==> src/fpc_params.svh <==
`ifndef FPC_PARAMS_SVH
`define FPC_PARAMS_SVH

// Command codes recognised by the handler.
`define FPC_OP_CFG_READ 8'h2B
`define FPC_OP_CFG_PROG 8'h2F
`define FPC_OP_STS_READ 8'hA7
`define FPC_OP_STS_LOCK 8'hA6
`define FPC_OP_WR_EN 8'h06

// Reset values and field positions.
`define FPC_CFG_RST 16'hFFFF
`define FPC_STS_RST 8'h01
`define FPC_LOCK_BIT 0
`define FPC_GUARD_BIT 6

// Last value of the bit counter for the opcode and data phases, single-bit and four-bit.
`define FPC_OPC_LAST_SIO 5'h07
`define FPC_OPC_LAST_QIO 5'h01
`define FPC_DAT_LAST_SIO 5'h0F
`define FPC_DAT_LAST_QIO 5'h03

// Self-timed operation length: least time, rounded up to clock cycles.
`define FPC_CLK_NS 50
`define FPC_T_PROG_NS 2000
`define FPC_PROG_CYC ((`FPC_T_PROG_NS + `FPC_CLK_NS - 1) / `FPC_CLK_NS)
`define FPC_CNT_W 8

// Number of pin signals passed through the synchroniser.
`define FPC_SYNC_W 6

`endif

==> src/fpc_pkg.sv <==
package fpc_pkg;

  // Frame decoding states.
  typedef enum logic [2:0] {
    ST_IDLE = 3'b000,
    ST_OPCODE = 3'b001,
    ST_DUMMY = 3'b010,
    ST_READ = 3'b011,
    ST_DATA = 3'b100,
    ST_ARMED = 3'b101,
    ST_IGNORE = 3'b110
  } fpc_state_t;

  // Operation waiting for, or running after, the chip select rise.
  typedef enum logic [1:0] {
    OP_NONE = 2'b00,
    OP_WRITE_ENABLE_CMD = 2'b01,
    OP_PROG = 2'b10,
    OP_LOCK = 2'b11
  } fpc_op_t;

endpackage

==> src/fpc_sync2.sv <==
module fpc_sync2 #(
  parameter int W = 1
) (
  // Clock and reset.
  input wire logic mclk_i,
  input wire logic rst_n_i,
  // Asynchronous inputs and their synchronised copies.
  input wire logic [W-1:0] async_i,
  output logic [W-1:0] sync_o
);

  logic [W-1:0] meta;

  // Two stages; the first stage feeds only the second.
  always_ff @(posedge mclk_i) begin
    if (!rst_n_i) begin
      meta <= '0;
      sync_o <= '0;
    end else begin
      meta <= async_i;
      sync_o <= meta;
    end
  end

endmodule

==> src/fpc_op_timer.sv <==
`include "fpc_params.svh"

module fpc_op_timer (
  // Clock and reset.
  input wire logic mclk_i,
  input wire logic rst_n_i,
  // Start request and progress.
  input wire logic start_i,
  output logic busy_o,
  output logic done_o
);

  localparam logic [`FPC_CNT_W-1:0] LAST = `FPC_CNT_W'(`FPC_PROG_CYC - 1);

  logic [`FPC_CNT_W-1:0] count;

  // Counts the self-timed interval and pulses done for one cycle at its end.
  always_ff @(posedge mclk_i) begin
    if (!rst_n_i) begin
      busy_o <= 1'b0;
      done_o <= 1'b0;
      count <= '0;
    end else begin
      done_o <= 1'b0;
      if (start_i && !busy_o) begin
        busy_o <= 1'b1;
        count <= LAST;
      end else if (busy_o) begin
        if (count == '0) begin
          busy_o <= 1'b0;
          done_o <= 1'b1;
        end else begin
          count <= count - 1'b1;
        end
      end
    end
  end

endmodule

==> src/fpc_cmd_handler.sv <==
`include "fpc_params.svh"

module fpc_cmd_handler
  import fpc_pkg::*;
(
  // Clock and resets.
  input wire logic mclk_i,
  input wire logic rst_n_i,
  input wire logic sw_reset_i,
  // Serial link pins.
  input wire logic sclk_i,
  input wire logic cs_n_i,
  input wire logic [3:0] io_i,
  output logic [3:0] io_o,
  output logic [3:0] io_oe_o,
  // Mode and array events.
  input wire logic quad_peripheral_mode_i,
  input wire logic prog_fail_i,
  input wire logic unlock_ok_i,
  input wire logic clear_status_i,
  // Status and register contents.
  output logic write_in_progress_o,
  output logic write_enable_latch_o,
  output logic program_error_o,
  output logic [15:0] prot_config_reg_o,
  output logic [7:0] prot_status_reg_o
);

  // Last counter value of an opcode or data phase in the current width.
  function automatic logic [4:0] last_cnt(input logic quad, input logic data);
    if (data) begin
      last_cnt = quad ? `FPC_DAT_LAST_QIO : `FPC_DAT_LAST_SIO;
    end else begin
      last_cnt = quad ? `FPC_OPC_LAST_QIO : `FPC_OPC_LAST_SIO;
    end
  endfunction

  // Shifts one bit or one nibble into the low end of the receive register.
  function automatic logic [15:0] shift_in(input logic quad, input logic [15:0] sh,
                                           input logic [3:0] pins);
    shift_in = quad ? {sh[11:0], pins} : {sh[14:0], pins[0]};
  endfunction

  logic [`FPC_SYNC_W-1:0] pins_s;
  logic cs_n_s;
  logic sclk_s;
  logic [3:0] io_s;
  logic sclk_d;
  logic cs_d;
  logic sclk_rise;
  logic sclk_fall;
  logic cs_rise;
  logic cs_fall;
  logic quad;
  fpc_state_t state;
  fpc_op_t arm_op;
  fpc_op_t cur_op;
  logic [4:0] cnt;
  logic [15:0] sh;
  logic [15:0] next_sh;
  logic [7:0] next_opc;
  logic rd_sts;
  logic [15:0] out_sh;
  logic drv;
  logic [15:0] pend_cfg;
  logic op_start;
  logic op_done;
  logic busy;
  logic timer_rst_n;
  logic write_enable_cmd_done;

  // Link pins come from another clock domain and pass two flip-flops first.
  // Select travels inverted, so cleared stages read as a deselected bus after reset.
  fpc_sync2 #(.W(`FPC_SYNC_W)) u_sync (
    .mclk_i(mclk_i),
    .rst_n_i(rst_n_i),
    .async_i({~cs_n_i, sclk_i, io_i}),
    .sync_o(pins_s)
  );

  assign cs_n_s = !pins_s[5];
  assign sclk_s = pins_s[4];
  assign io_s = pins_s[3:0];
  assign quad = quad_peripheral_mode_i;

  // Edge history; select idles high so a reset does not fake a frame start.
  always_ff @(posedge mclk_i) begin
    if (!rst_n_i) begin
      sclk_d <= 1'b0;
      cs_d <= 1'b1;
    end else begin
      sclk_d <= sclk_s;
      cs_d <= cs_n_s;
    end
  end

  assign sclk_rise = sclk_s && !sclk_d && !cs_n_s;
  assign sclk_fall = !sclk_s && sclk_d && !cs_n_s;
  assign cs_rise = cs_n_s && !cs_d;
  assign cs_fall = !cs_n_s && cs_d;
  assign next_sh = shift_in(quad, sh, io_s);
  assign next_opc = next_sh[7:0];

  // Frame decoder: opcode, dummy, read and program data phases.
  always_ff @(posedge mclk_i) begin
    if (!rst_n_i || sw_reset_i) begin
      state <= ST_IDLE;
      arm_op <= OP_NONE;
      cnt <= 5'h00;
      sh <= 16'h0000;
      rd_sts <= 1'b0;
    end else if (cs_n_s) begin
      state <= ST_IDLE;
    end else if (cs_fall) begin
      state <= ST_OPCODE;
      arm_op <= OP_NONE;
      cnt <= 5'h00;
    end else if (sclk_rise) begin
      case (state)
        ST_OPCODE: begin
          sh <= next_sh;
          cnt <= cnt + 5'h01;
          if (cnt == last_cnt(quad, 1'b0)) begin
            cnt <= 5'h00;
            if (write_in_progress_o) begin
              state <= ST_IGNORE;
            end else if (next_opc == `FPC_OP_CFG_READ) begin
              state <= ST_DUMMY;
              rd_sts <= 1'b0;
            end else if (next_opc == `FPC_OP_STS_READ) begin
              state <= ST_DUMMY;
              rd_sts <= 1'b1;
            end else if (next_opc == `FPC_OP_WR_EN) begin
              state <= ST_ARMED;
              arm_op <= OP_WRITE_ENABLE_CMD;
            end else if (next_opc == `FPC_OP_CFG_PROG && write_enable_latch_o) begin
              state <= ST_DATA;
            end else if (next_opc == `FPC_OP_STS_LOCK && write_enable_latch_o) begin
              state <= ST_ARMED;
              arm_op <= OP_LOCK;
            end else begin
              state <= ST_IGNORE;
            end
          end
        end
        ST_DUMMY: begin
          state <= ST_READ;
        end
        ST_DATA: begin
          sh <= next_sh;
          cnt <= cnt + 5'h01;
          if (cnt == last_cnt(quad, 1'b1)) begin
            state <= ST_ARMED;
            arm_op <= OP_PROG;
          end
        end
        ST_ARMED: begin
          state <= ST_IGNORE;
        end
        default: begin
          state <= state;
        end
      endcase
    end
  end

  // Read shifter; rotation makes the contents repeat while clocks continue.
  always_ff @(posedge mclk_i) begin
    if (!rst_n_i || sw_reset_i) begin
      out_sh <= 16'h0000;
      io_o <= 4'h0;
      drv <= 1'b0;
    end else if (cs_n_s) begin
      drv <= 1'b0;
    end else if (sclk_rise && state == ST_DUMMY) begin
      if (rd_sts) begin
        out_sh <= {prot_status_reg_o, prot_status_reg_o};
      end else begin
        out_sh <= {prot_config_reg_o[7:0], prot_config_reg_o[15:8]};
      end
    end else if (sclk_fall && state == ST_READ) begin
      drv <= 1'b1;
      if (quad) begin
        io_o <= out_sh[15:12];
        out_sh <= {out_sh[11:0], out_sh[15:12]};
      end else begin
        io_o <= {2'b00, out_sh[15], 1'b0};
        out_sh <= {out_sh[14:0], out_sh[15]};
      end
    end
  end

  // Only the output line is driven in single-bit mode, all four in quad mode.
  assign io_oe_o = drv ? (quad ? 4'hF : 4'h2) : 4'h0;

  // A command is carried out only if select rises exactly after its last bit.
  assign op_start = cs_rise && state == ST_ARMED &&
                    (arm_op == OP_PROG || arm_op == OP_LOCK);
  assign write_enable_cmd_done = cs_rise && state == ST_ARMED && arm_op == OP_WRITE_ENABLE_CMD;
  assign timer_rst_n = rst_n_i && !sw_reset_i;

  fpc_op_timer u_timer (
    .mclk_i(mclk_i),
    .rst_n_i(timer_rst_n),
    .start_i(op_start),
    .busy_o(busy),
    .done_o(op_done)
  );

  // Captures what the running operation needs, since the link may move on.
  always_ff @(posedge mclk_i) begin
    if (!rst_n_i || sw_reset_i) begin
      cur_op <= OP_NONE;
      pend_cfg <= 16'h0000;
    end else if (op_start) begin
      cur_op <= arm_op;
      pend_cfg <= {sh[7:0], sh[15:8]};
    end
  end

  // Write enable latch: set by its command, cleared when an operation ends.
  always_ff @(posedge mclk_i) begin
    if (!rst_n_i || sw_reset_i) begin
      write_enable_latch_o <= 1'b0;
    end else if (op_done) begin
      write_enable_latch_o <= 1'b0;
    end else if (write_enable_cmd_done) begin
      write_enable_latch_o <= 1'b1;
    end
  end

  // Progress and error flags; a failed operation leaves progress set until cleared.
  always_ff @(posedge mclk_i) begin
    if (!rst_n_i || sw_reset_i) begin
      write_in_progress_o <= 1'b0;
      program_error_o <= 1'b0;
    end else begin
      if (clear_status_i) begin
        program_error_o <= 1'b0;
        if (program_error_o) begin
          write_in_progress_o <= 1'b0;
        end
      end
      if (op_start) begin
        write_in_progress_o <= 1'b1;
      end else if (op_done && !prog_fail_i) begin
        write_in_progress_o <= 1'b0;
      end
      if (op_done && prog_fail_i) begin
        program_error_o <= 1'b1;
      end
    end
  end

  // Configuration register is non-volatile and survives a software reset.
  always_ff @(posedge mclk_i) begin
    if (!rst_n_i) begin
      prot_config_reg_o <= `FPC_CFG_RST;
    end else if (op_done && cur_op == OP_PROG && !prog_fail_i) begin
      prot_config_reg_o <= pend_cfg;
    end
  end

  // Status register; the lock bit returns to its reset value on hard reset or unlock, never on software reset.
  always_ff @(posedge mclk_i) begin
    if (!rst_n_i) begin
      prot_status_reg_o <= `FPC_STS_RST;
    end else if (sw_reset_i) begin
      prot_status_reg_o[7:1] <= 7'(`FPC_STS_RST >> 1);
      if (unlock_ok_i) begin
        prot_status_reg_o[`FPC_LOCK_BIT] <= 1'b1;
      end
    end else begin
      if (op_done && cur_op == OP_LOCK && !prog_fail_i) begin
        prot_status_reg_o[`FPC_LOCK_BIT] <= 1'b0;
        prot_status_reg_o[`FPC_GUARD_BIT] <= prot_config_reg_o[`FPC_GUARD_BIT];
      end
      if (unlock_ok_i) begin
        prot_status_reg_o[`FPC_LOCK_BIT] <= 1'b1;
      end
    end
  end
endmodule

==> config.mk <==
export PLATFORM = sky130hd
export DESIGN_NAME = fpc_cmd_handler
export DESIGN_NICKNAME = d
export VERILOG_FILES = /design/src/fpc_pkg.sv /design/src/fpc_sync2.sv /design/src/fpc_op_timer.sv /design/src/fpc_cmd_handler.sv
export VERILOG_INCLUDE_DIRS = /design/src
export SDC_FILE = /design/constraint.sdc
export NUM_CORES = 1
export LEC_CHECK = 0
export BUFFER_PORTS_ARGS = -buffer_cell sky130_fd_sc_hd__buf_2
export CORE_AREA = 2 2 105 82
export DETAILED_ROUTE_END_ITERATION = 6
export DIE_AREA = 0 0 107 84
export PLACE_DENSITY = 0.83
export RECOVER_POWER = 25
export SLEW_MARGIN = 10
export SYNTH_ARGS = -nofsm -noshare
export SYNTH_HDL_FRONTEND = slang
export SYNTH_SLANG_ARGS = --single-unit
==> constraint.sdc <==
create_clock -name mclk_i -period 4.66 [get_ports mclk_i]
set_input_delay 0.466 -clock mclk_i [delete_from_list [all_inputs] [get_ports mclk_i]]
set_output_delay 0.466 -clock mclk_i [all_outputs]
set_load 0.1 [all_outputs]
; ---- Yosys cells after proc, flatten, opt, wreduce, memory -nomap -nowiden
; Cells that the tools add are included.
[word_totals]
inputBits = 13
word_cells = 192
regBits = 111
[op_classes]
muxes = 65
n_addsub = 2
n_bitwise = 9
n_eq_ne = 28
reduce_logical = 63
[ops]
columns = operator, count
row1 = $mux W16, 5
row2 = $mux W5, 13
row3 = $mux W2, 13
row4 = $logic_and A1 B1 Y1, 21
row5 = $mux W1, 18
row6 = $mux W3, 6
row7 = $mux W6, 3
row8 = $eq A8 B6 Y1 const B, 2
row9 = $eq A8 B8 Y1 const B, 2
row10 = $mux W4, 4
row11 = $ne A3 B3 Y1 const B, 5
row12 = $pmux W3 S4, 1
row13 = $reduce_and A2 Y1, 6
row14 = $reduce_and A4 Y1, 3
row15 = $reduce_bool A2 Y1, 6
row16 = $eq A5 B5 Y1, 2
row17 = $pmux W5 S2, 1
row18 = $reduce_and A10 Y1, 1
row19 = $reduce_or A2 Y1, 5
row20 = $not A1 Y1, 9
row21 = $reduce_bool A3 Y1, 3
row22 = $eq A2 B2 Y1 const B, 4
row23 = $eq A8 B3 Y1 const B, 1
row24 = $logic_not A1 Y1, 8
row25 = other kinds (17), 25

; ---- Depth between registers and ports, before layout
; Gate-level depths: netlist (run 1).
[logic_depth]
word_depth = 13
depth_mapped = 8
depth_no_buf = 8

; ---- Modules after synthesis
; Synthesis (run 1) repeated with hierarchy kept, for this count alone.
[hier_totals]
hier_cells = 595
area_unflattened_um2 = 5124.9
[by_module_without_submodules]
columns = mod, instances, cells_per_inst, area_per_inst_um2
row1 = fpc_cmd_handler, 1, 516, 4302.9
row2 = fpc_op_timer, 1, 54, 485.5
row3 = fpc_sync2, 1, 25, 336.6

; ---- Least setup slack after synthesis (run 1)
; Ideal clock, no wire load.
[synth_path]
path_kind = input to output
start = input port quad_peripheral_mode_i
end = output port io_oe_o[2]
n_path_buf = 6
t_arrival_ps = 2822
cell_stages = 7
t_required_ps = 4194
path_slack_ps = 1372
cell_sequence = buf_6 buf_6 clkbuf_1 clkbuf_1 clkbuf_1 and2_1 buf_4
[synth_between]
elab_chain_cells = 2
[synth_rtl]
columns = item, line_no
row1 = "start, declared", fpc_cmd_handler.sv:17  ; input wire logic quad_peripheral_mode_i,
row2 = $mux W4 (2 in series), fpc_cmd_handler.sv:194  ; assign io_oe_o = drv ? (quad ? 4'hF : 4'h2) : 4'h0;
row3 = "end, declared", fpc_cmd_handler.sv:15  ; output logic [3:0] io_oe_o,
; Every way passes these cells.

; ---- Final worst setup path (run 1)
[layout_path]
start = input port quad_peripheral_mode_i
end = register arm_op[1]
[layout_between]
elab_chain_cells = 10
word_cells_on_any_way = 37
classes_between = eq/ne (13) / mux (21) / reduce/logical (3)
[layout_rtl]
columns = item, line_no
row1 = $mux W16, fpc_cmd_handler.sv:41  ; shift_in = quad ? {sh[11:0], pins} : {sh[14:0], pins[0]};
row2 = $eq A8 B3 Y1 (no source line), -
row3 = $mux W2, fpc_cmd_handler.sv:133  ; end else if (next_opc == `FPC_OP_WR_EN) begin
row4 = $mux W2, fpc_cmd_handler.sv:130  ; end else if (next_opc == `FPC_OP_STS_READ) begin
row5 = $mux W2, fpc_cmd_handler.sv:127  ; end else if (next_opc == `FPC_OP_CFG_READ) begin
row6 = $mux W2, fpc_cmd_handler.sv:125  ; if (write_in_progress_o) begin
row7 = $mux W2, fpc_cmd_handler.sv:123  ; if (cnt == last_cnt(quad, 1'b0)) begin
row8 = $pmux W2 S2, fpc_cmd_handler.sv:119  ; case (state)
row9 = $mux W2, fpc_cmd_handler.sv:118  ; end else if (sclk_rise) begin
row10 = $mux W2, fpc_cmd_handler.sv:114  ; end else if (cs_fall) begin
row11 = "end signal, assigned", fpc_cmd_handler.sv:116  ; arm_op <= OP_NONE;
row12 = "end signal, assigned", fpc_cmd_handler.sv:135  ; arm_op <= OP_WRITE_ENABLE_CMD;
row13 = "end signal, assigned", fpc_cmd_handler.sv:140  ; arm_op <= OP_LOCK;
row14 = "end, declared", fpc_cmd_handler.sv:56  ; fpc_op_t arm_op;
; Parallel ways exist; a longest one is shown, timed or not. The select of a mux whose other input is x is not followed.
; A chain may end at the register's enable or synchronous reset.

==> results.toml, run 1 <==
[run_status]
status = "complete, no violations"

[route]
ant_nets = 0
drc = 0
vias = 4096
drtPass1Iterations = 4
drt_iter0_markers = 276
wl_mm = 10.7
wl_per_cell_um = 15.2
vias_per_cell = 5.83

[setup_path]
path_max_fanout = 35
path_class = "input port to flop"
cp.required_ns = 4.98
r2r_cells = 5
cp.depth = 8
worstPathArrival_ns = 2.84
rr_startpoint = "u_sync.sync_o[5]$_SDFF_PN0_"
cp-startpoint = "quad_peripheral_mode_i"
start_kind = "input port"
end_kind = "flop"
crit_chain = "buf_2 -> buf_4 -> nand3b_1 -> a22oi_2 -> a32oi_1 -> nor4_2 -> a222oi_1 -> mux2i_1"
critPathSlowestCell = "buf_2"
critical_path.max_stage_delay_ns = 0.50
crit_family = "buffers and inverters"
critical_path_buf_inv_count = 2

[final_layout]
diodes = 0
layout_common_cells = "111 x dfxtp_1, 91 x nand2_1, 53 x nor2_1"
drive_gt1_share_pct = 9.58
fin_nets = 606
layout_commonest_cell = "dfxtp_1"
final_util_pct = 64.5
area_growth_pct = 6.76
nFillCells = 692

[cts]
cts_root_buf = "clkbuf_8"
clock_path_buffers = 2
post_cts_buffers = 0
numCtsBuffers = 9
cts_htree_levels = 3
cts_resized = 0
hold_buffers = 0
worst_skew_pair.late_latency_ns = 0.39
clock_sinks = 111
cts_tree = "yes"
clk_pin_slew_worst_paths_ns = 0.10

[timing]
finalCritPeriodShare_pct = 54.0
rsz0062_at_grt = "no"
period_needed_ns = 2.52
max_freq_ghz = 0.397
maxSlewViolCount = 0
finalSetupTns_ns = 0
finClkSkew_ns = 0.0156
finalHoldViolations = 0
tightest_slew_ns = 1.26
finalSetupViolCount = 0
layout_setup_ws_ns = 2.14
relSlewSlack_pct = 16.0

[pwr]
p_leak_nw = 1.80
powerDensity_mw_per_mm2 = 311
ir_worst_vdd_uv = 236

[global_routing]
grt_max_degree = 68
first_global_vias = 3875
grt.overflow.total = 0
grt_first_pass_wirelength_mm = 18.3
antenna_found_initial = 0
grtUsageTotal_pct = 25.5

[die]
fp.dieH_um = 84
design.die.area_mm2 = 0.00899
chipWidth_um = 107
io_pins = 48
coreArea_mm2 = 0.00809
rows = 29
start_util_pct = 60.4

[logic_synthesis]
syn_area_mm2 = 0.00489
ys_types = 58
synth_edf_count = 0
synth_seq_cells = 111
ys_warn_count = 0
dominantRegCellSynth = "dfxtp_1"
postSynthAreaPerCell_um2 = 8.44
synth_cells = 579
ys_seq_area_share_pct = 45.5
async_flop_share_pct = 0

[job]
cap_violations = 0

[placement]
place_ws_ns = 1.79
port_buffers = 41
gp_congestion = 0.898
post-dp-hpwl_mm = 7.47

[worst_hold_path]
hold_path.class = "input port to flop"
min-delay-start = "cs_n_i"
holdPathStages = 2
==> Yosys cell counts (2+ instances only) <==
library cell  instances  area [um^2]
nand4b_1              3         26.3
nor2_1               54          203
nor2b_1              16          100
nand4_1               5         31.3
nand2_1              91          342
o21ai_0               4         20.0
nor3_1               13         65.1
a21oi_1              51          255
a211oi_1             31          233
buf_4                 9         67.6
clkbuf_1             30          113
nor3b_1               2         15.0
nand3b_1              7         52.6
dfxtp_1             111         2220
or3_1                 6         37.5
xnor2_1               5         43.8
nand2b_1             10         62.6
mux2_2                4         45.0
a21o_1                2         15.0
mux2i_1              21          210
buf_6                 2         22.5
nor4_1               14         87.6
xor2_1                6         52.6
inv_1                 3         11.3
nand3_1              25          125
ha_1                  2         25.0
o22ai_1               4         25.0
and2_1               13         81.3
a31oi_1               2         12.5
buf_2                 5         25.0
==> worst reg2reg max path: cells and delay by family, from the launching register on <==
kind | cells | cell delay (ns)
AND/OR/NAND/NOR | 4 | 1.63
flip-flops | 1 | 0.49
multiplexers | 1 | 0.28
==> path summary, 6_finish.rpt <==
path / endpoint / slack (ns)
worst min register to register: u_sync.sync_o[3]$_SDFF_PN0_ / 0.45
worst max-delay path: arm_op[1]$_SDFFE_PN0P_ / 2.14
worst max register to register: sh[5]$_SDFFE_PN0P_ / 2.14
worst min-delay path: u_sync.meta[5]$_SDFF_PN0_ / 0.22
==> logic make-up (layout without fill, tap and decap cells) <==
| kind of cell | Yosys count | count (layout) | share of synthesized area, % |
|---|---|---|---|
| other | 1 | 6 | 0.0767 |
| adders and majority gates | 2 | 2 | 0.512 |
| buffers and inverters | 50 | 61 | 4.97 |
| AOI/OAI and AO/OA | 107 | 107 | 14.1 |
| DFF | 111 | 111 | 45.5 |
| xor gates and xnor gates | 11 | 11 | 1.97 |
| and+or+nand+nor | 271 | 271 | 27.5 |
| muxes | 26 | 26 | 5.45 |
==> state kept, by name (all words and copies together) (netlist names) <==
name,count
arm_op,2
cnt,5
cs_d,1
cur_op,2
drv,1
io_o,4
out_sh,16
pend_cfg,16
program_error_o,1
prot_config_reg_o,16
prot_status_reg_o,2
rd_sts,1
sclk_d,1
sh,16
state,3
u_sync.meta,6
u_sync.sync_o,6
u_timer.busy_o,1
u_timer.count,8
u_timer.done_o,1
write_enable_latch_o,1
write_in_progress_o,1
==> power by group <==
group          total (W)  internal (W)  switching, W
logic          0.0000688     0.0000174     0.0000514
clock network   0.000593      0.000266      0.000327
registers       0.000959      0.000954    0.00000503
total            0.00162       0.00124      0.000384
==> cell type report <==
type	count	area (um^2)	area share (%)
Clock inverter	5	66.3	1.27
Multi-Input combinational cell	423	2450	46.9
Sequential cell	111	2220	42.6
Clock buffer	10	138	2.64
Tap cell	108	135	2.59
Timing Repair Buffer	43	199	3.81
Inverter	3	11.3	0.216
==> layer usage <==
| layer | routed length [um] | global-route usage, % |
|---|---|---|
| met5 | 0 | 0 |
| met4 | 216 | 10.2 |
| met3 | 563 | 6.40 |
| met1 | 4990 | 34.8 |
| met2 | 4920 | 38.7 |
==> per-stage QoR <==
stage                     hold WS [ns]  cell area (um^2)  power [W]  cells
after CTS                        0.202              5240    0.00163    703
final                            0.215              5220    0.00162    703
after floorplan                  0.412              4910    0.00104    584
after global routing             0.202              5220    0.00168    703
after detailed placement         0.426              5040    0.00105    688
after global placement           0.423              5040    0.00105    688
(Power assumes the default switching activity.)
==> inputs of run 2 (changes only) <==
--- a/config.mk
+++ b/config.mk
@@ -6,11 +6,12 @@
 export SDC_FILE = /design/constraint.sdc
 export NUM_CORES = 1
 export LEC_CHECK = 0
+export ABC_AREA = 1
 export BUFFER_PORTS_ARGS = -buffer_cell sky130_fd_sc_hd__buf_2
-export CORE_AREA = 2 2 105 82
+export CORE_AREA = 2 2 116 90
 export DETAILED_ROUTE_END_ITERATION = 6
-export DIE_AREA = 0 0 107 84
-export PLACE_DENSITY = 0.83
+export DIE_AREA = 0 0 118 92
+export PLACE_DENSITY = 0.74
 export RECOVER_POWER = 25
 export SLEW_MARGIN = 10
 export SYNTH_ARGS = -nofsm -noshare
==> constraint.sdc (replaced) <==
create_clock -name mclk_i -period 2.2 [get_ports mclk_i]
set_input_delay 0.22 -clock mclk_i [delete_from_list [all_inputs] [get_ports mclk_i]]
set_output_delay 0.22 -clock mclk_i [all_outputs]
set_load 0.1 [all_outputs]
==> results.toml, run 2 <==
[cts]
cts_root_buf = "clkbuf_16"
clk_pin_slew_worst_paths_ns = 0.07
clock_sinks = 111
numCtsBuffers = 9
clock_path_buffers = 2
cts_tree = "yes"
worst_skew_pair.late_latency_ns = 0.35
cts_resized = 0
cts_htree_levels = 3
hold_buffers = 0
post_cts_buffers = 0

[logic_synthesis]
synth_edf_count = 0
synth_simple_gate_area_share_pct = 29.1
postSynthAreaPerCell_um2 = 7.07
ys_types = 35
synth_xor_area_share_pct = 0.524
synth_top_family_by_area = "simple AND/OR/NAND/NOR gates"
ys_warn_count = 0
syn_area_mm2 = 0.00501
synth_compound_area_share_pct = 14.6
netlist.area_leader.share_pct = 44.3
ys_seq_area_share_pct = 44.3
synth_fa_ha_area_share_pct = 0.499
yosysTopAreaCell = "dfxtp_1"
yosys-top-cells-count = "181 x nand2_1, 111 x dfxtp_1, 77 x inv_1"
synth_seq_cells = 111
async_flop_share_pct = 0
synth_cells = 709
dominantRegCellSynth = "dfxtp_1"
synth_area_leaders = "dfxtp_1 44%, nand2_1 14%, o21ai_0 6.2%"
yosysMostFrequentCell = "nand2_1"
synthMuxAreaShare_pct = 0

[route]
drc = 0
drtPass1Iterations = 6
vias_per_cell = 5.23
ant_nets = 0
drt_iter0_markers = 517
vias = 4571
wl_per_cell_um = 13.3
wl_mm = 11.6

[die]
fp.dieH_um = 92
coreArea_mm2 = 0.00989
rows = 32
start_util_pct = 50.7
design.die.area_mm2 = 0.0109
chipWidth_um = 118
io_pins = 48

[setup_path]
worstPathArrival_ns = 2.14
critPathSlowestCell = "dfxtp_1"
critical_path.max_stage_delay_ns = 0.51
cp.required_ns = 2.47
path_class = "flop to flop"
cp.depth = 8
crit_family = "flip-flops"
start_kind = "flop"
path_max_fanout = 19
cpMostUsedCell = "inv_1"
r2r_cells = 8
crit_chain = "nand3_1 -> inv_1 -> nand2_1 -> inv_1 -> nand2_2 -> inv_2 -> o21ai_0 -> a31oi_1"
end_kind = "flop"
critical_path_buf_inv_count = 3

[timing]
finalHoldViolations = 0
relSlewSlack_pct = 14.6
finClkSkew_ns = 0.0103
rsz0062_at_grt = "no"
maxSlewViolCount = 0
finalCritPeriodShare_pct = 85.2
tightest_slew_ns = 1.28
max_freq_ghz = 0.533
period_needed_ns = 1.87
finalSetupViolCount = 0
finalSetupTns_ns = 0

[placement]
post-dp-hpwl_mm = 8.34
gp_congestion = 0.912
port_buffers = 41
dp_cells = 860

[final_layout]
area_growth_pct = 8.91
diodes = 0
final_cell_count_no_fill = 874
layout_commonest_cell = "nand2_1"
fin_nets = 750
drive_gt1_share_pct = 9.35
layout_common_cells = "181 x nand2_1, 111 x dfxtp_1, 77 x inv_1"

[global_routing]
first_global_vias = 4159
grt.overflow.total = 0
grt_first_pass_wirelength_mm = 19.5
grt_max_degree = 31
grtUsageTotal_pct = 22.3
antenna_found_initial = 0

[run_status]
status = "complete, no violations"

[worst_hold_path]
holdPathStages = 2
hold_path.class = "input port to flop"

[pwr]
p_leak_nw = 2.40
ir_worst_vdd_uv = 525
powerDensity_mw_per_mm2 = 670

[job]
cap_violations = 0
[run 2: changes by cell type after synthesis, sizes merged, moves of 9 or more]
cell / delta
nand2: +96
inv: +81
o21ai: +61
a211oi: -26
mux2i: -21
nor2: +17
nor2b: -16
nand3: +15
clkbuf: -14
and2: -13
nor4: -12
a31oi: +11
nand2b: -10
nor3: +9
[run 2: power breakdown]
| part | switching (W) | internal (W) | total [W] |
|---|---|---|---|
| logic | 0.000135 | 0.0000348 | 0.000169 |
| registers | 0.00000636 | 0.00202 | 0.00203 |
| clock network | 0.000706 | 0.000757 | 0.00146 |
[run 2: cells by family after synthesis]
| family | count (synthesis) |
|---|---|
| buf+inv | 124 |
| flops | 111 |
| fa+ha+maj | 2 |
| other cells | 1 |
| xor+xnor | 3 |
| compound gates | 138 |
| simple gates | 330 |
[run 2: path summary, 6_finish.rpt]
| check | from | endpoint | slack, ns |
|---|---|---|---|
| min | cs_n_i | u_sync.meta[5]$_SDFF_PN0_ | 0.02 |
| max reg2reg | u_sync.sync_o[5]$_SDFF_PN0_ | sh[8]$_SDFFE_PN0P_ | 0.33 |
| max | u_sync.sync_o[5]$_SDFF_PN0_ | sh[8]$_SDFFE_PN0P_ | 0.33 |
| min reg2reg | u_sync.meta[1]$_SDFF_PN0_ | u_sync.sync_o[1]$_SDFF_PN0_ | 0.42 |
[run 2: worst register-to-register path, stage by stage, from the launching register on]
cell and delay, ns:
dfxtp_1 0.51, nand3_1 0.23, inv_1 0.12, nand2_1 0.08, inv_1 0.08, nand2_2 0.18
inv_2 0.29, o21ai_0 0.12, a31oi_1 0.17
[run 2: cell type report]
class,instances,area (um^2)
clock buffer,11,233
clock inverter,3,22.5
fill,966,4430
inverter,86,325
multi-input combinational,479,2260
sequential,111,2220
tap,136,170
timing repair buffer,48,231
[run 2: metrics by stage]
step           setup slack [ns]  power, W  util [%]  hold WS [ns]  area, um^2
2_1_floorplan             0.137   0.00222         -         0.292        5030
6_report                  0.325   0.00366      55.2        0.0195        5460
5_1_grt                   0.183   0.00379      55.2       0.00585        5460
4_1_cts                   0.400   0.00369      55.6        0.0110        5500
3_3_place_gp              0.487   0.00224      53.0         0.381        5240
3_5_place_dp              0.423   0.00224      53.0         0.384        5240
[run 2: metal layers]
metal  GRT usage [%]  vias to the layer above  share of wire [%]
met5               0                        -                  0
met4            4.92                        0               0.72
met3            6.90                       11                6.3
met2            35.7                      145                 44
met1            29.8                     2099                 49
li1                -                     2316                  -
==> inputs of run 3 (changes only) <==
--- a/config.mk
+++ b/config.mk
@@ -8,10 +8,9 @@
 export LEC_CHECK = 0
 export ABC_AREA = 1
 export BUFFER_PORTS_ARGS = -buffer_cell sky130_fd_sc_hd__buf_2
-export CORE_AREA = 2 2 116 90
+export CORE_AREA = 2 2 133 102
 export DETAILED_ROUTE_END_ITERATION = 6
-export DIE_AREA = 0 0 118 92
-export PLACE_DENSITY = 0.74
+export DIE_AREA = 0 0 135 104
 export RECOVER_POWER = 25
 export SLEW_MARGIN = 10
 export SYNTH_ARGS = -nofsm -noshare
==> results.toml, run 3 (synthesis results as in run 2) <==
[placement]
gp_congestion = 0.957
port_buffers = 41
post-dp-hpwl_mm = 8.78
dp_cells = 893

[route]
ant_nets = 0
drt_iter0_markers = 440
wl_mm = 12.1
drtPass1Iterations = 5
vias_per_cell = 4.95
drc = 0
wl_per_cell_um = 13.3
vias = 4500

[final_layout]
diodes = 0
drive_gt1_share_pct = 9.76
fin_nets = 748
final_util_pct = 43.4
layout_commonest_cell = "nand2_1"
layout_common_cells = "181 x nand2_1, 111 x dfxtp_1, 77 x inv_1"
final_cell_count_no_fill = 909
nFillCells = 1337
area_growth_pct = 10.6

[worst_hold_path]
hold_path.class = "input port to flop"

[die]
design.die.area_mm2 = 0.0140
coreArea_mm2 = 0.0128
start_util_pct = 39.2
fp.dieH_um = 104
chipWidth_um = 135
rows = 36
io_pins = 48

[pwr]
power.total_w = 0.00387
powerDensity_mw_per_mm2 = 697
p_leak_nw = 2.43
ir_worst_vdd_uv = 496

[setup_path]
path_class = "flop to flop"
worstPathArrival_ns = 2.15
cp.required_ns = 2.44
path_max_fanout = 19
end_kind = "flop"
start_kind = "flop"

[global_routing]
grtUsageTotal_pct = 18.0
first_global_vias = 4086
grt_max_degree = 57
grt.overflow.total = 0
antenna_found_initial = 0
grt_first_pass_wirelength_mm = 20.3

[timing]
finalHoldViolations = 0
rsz0062_at_grt = "no"
finalCritPeriodShare_pct = 86.9
period_needed_ns = 1.91
finalSetupViolCount = 0
finalSetupTns_ns = 0
tightest_slew_ns = 1.32
finClkSkew_ns = 0.00636
relSlewSlack_pct = 12.1
maxSlewViolCount = 0
max_freq_ghz = 0.523
hold_slack_ns = 0.0202

[cts]
numCtsBuffers = 9
cts_tree = "yes"
hold_buffers = 0
worst_skew_pair.late_latency_ns = 0.35
cts_htree_levels = 3
post_cts_buffers = 0
cts_root_buf = "clkbuf_16"
clock_sinks = 111
clk_pin_slew_worst_paths_ns = 0.07
cts_resized = 0
clock_path_buffers = 2

[job]
cap_violations = 0

[run_status]
status = "complete, no violations"
## run 3: changes by cell type in the layout (fill, tap and decap cells not counted), moves of 2 or more
cell | before | now
clkbuf_1 | 21 | 19
clkinvlp_4 | 3 | 1
buf_4 | 6 | 4
clkinv_4 | 0 | 2
## run 3: worst paths after layout
check                              start                          end  slack [ns]  cells past startpoint
max          u_sync.sync_o[5]$_SDFF_PN0_           sh[7]$_SDFFE_PN0P_        0.29                      8
min                               cs_n_i    u_sync.meta[5]$_SDFF_PN0_        0.02                      2
max reg2reg  u_sync.sync_o[5]$_SDFF_PN0_           sh[7]$_SDFFE_PN0P_        0.29                      8
min reg2reg    u_sync.meta[4]$_SDFF_PN0_  u_sync.sync_o[4]$_SDFF_PN0_        0.41                      2
## run 3: per-stage QoR
| step | area (um^2) | worst slack [ns] |
|---|---|---|
| CTS | 5580 | 0.286 |
| finish | 5550 | 0.288 |
| global placement | 5270 | 0.265 |
| global route | 5550 | 0.0203 |
| floorplan | 5030 | 0.137 |
| detailed placement | 5270 | 0.313 |
## run 3: critical path: stages (launching register included)
cell and delay (ns):
dfxtp_1 0.51, nand3_1 0.25, inv_1 0.12, nand2_1 0.07, inv_1 0.08, nand2_2 0.17, inv_2 0.29, nor2_1 0.07
a211oi_1 0.24
## run 3: power breakdown
part / switching [W] / internal (W)
logic: 0.000133 / 0.0000324
clock network: 0.000779 / 0.000898
registers: 0.00000662 / 0.00202
total: 0.000919 / 0.00295
## run 3: area by class of cell
| class | count | area (um^2) | share of cell area (%) |
|---|---|---|---|
| repair buffers | 46 | 216 | 3.90 |
| multi-input cells | 479 | 2260 | 40.8 |
| clock buffers | 9 | 225 | 4.06 |
| well taps | 171 | 214 | 3.86 |
| flip-flops and latches | 111 | 2220 | 40.1 |
| clock inverters | 7 | 80.1 | 1.44 |
| inverters | 86 | 325 | 5.86 |
## run 3: routing by layer
metal	GRT usage, %	share of wire (%)	up-vias
met3	4.58	6.2	8
met2	26.6	43	122
met4	3.87	0.74	0
li1	-	-	2316
met1	26.4	50	2054
met5	0	0	-
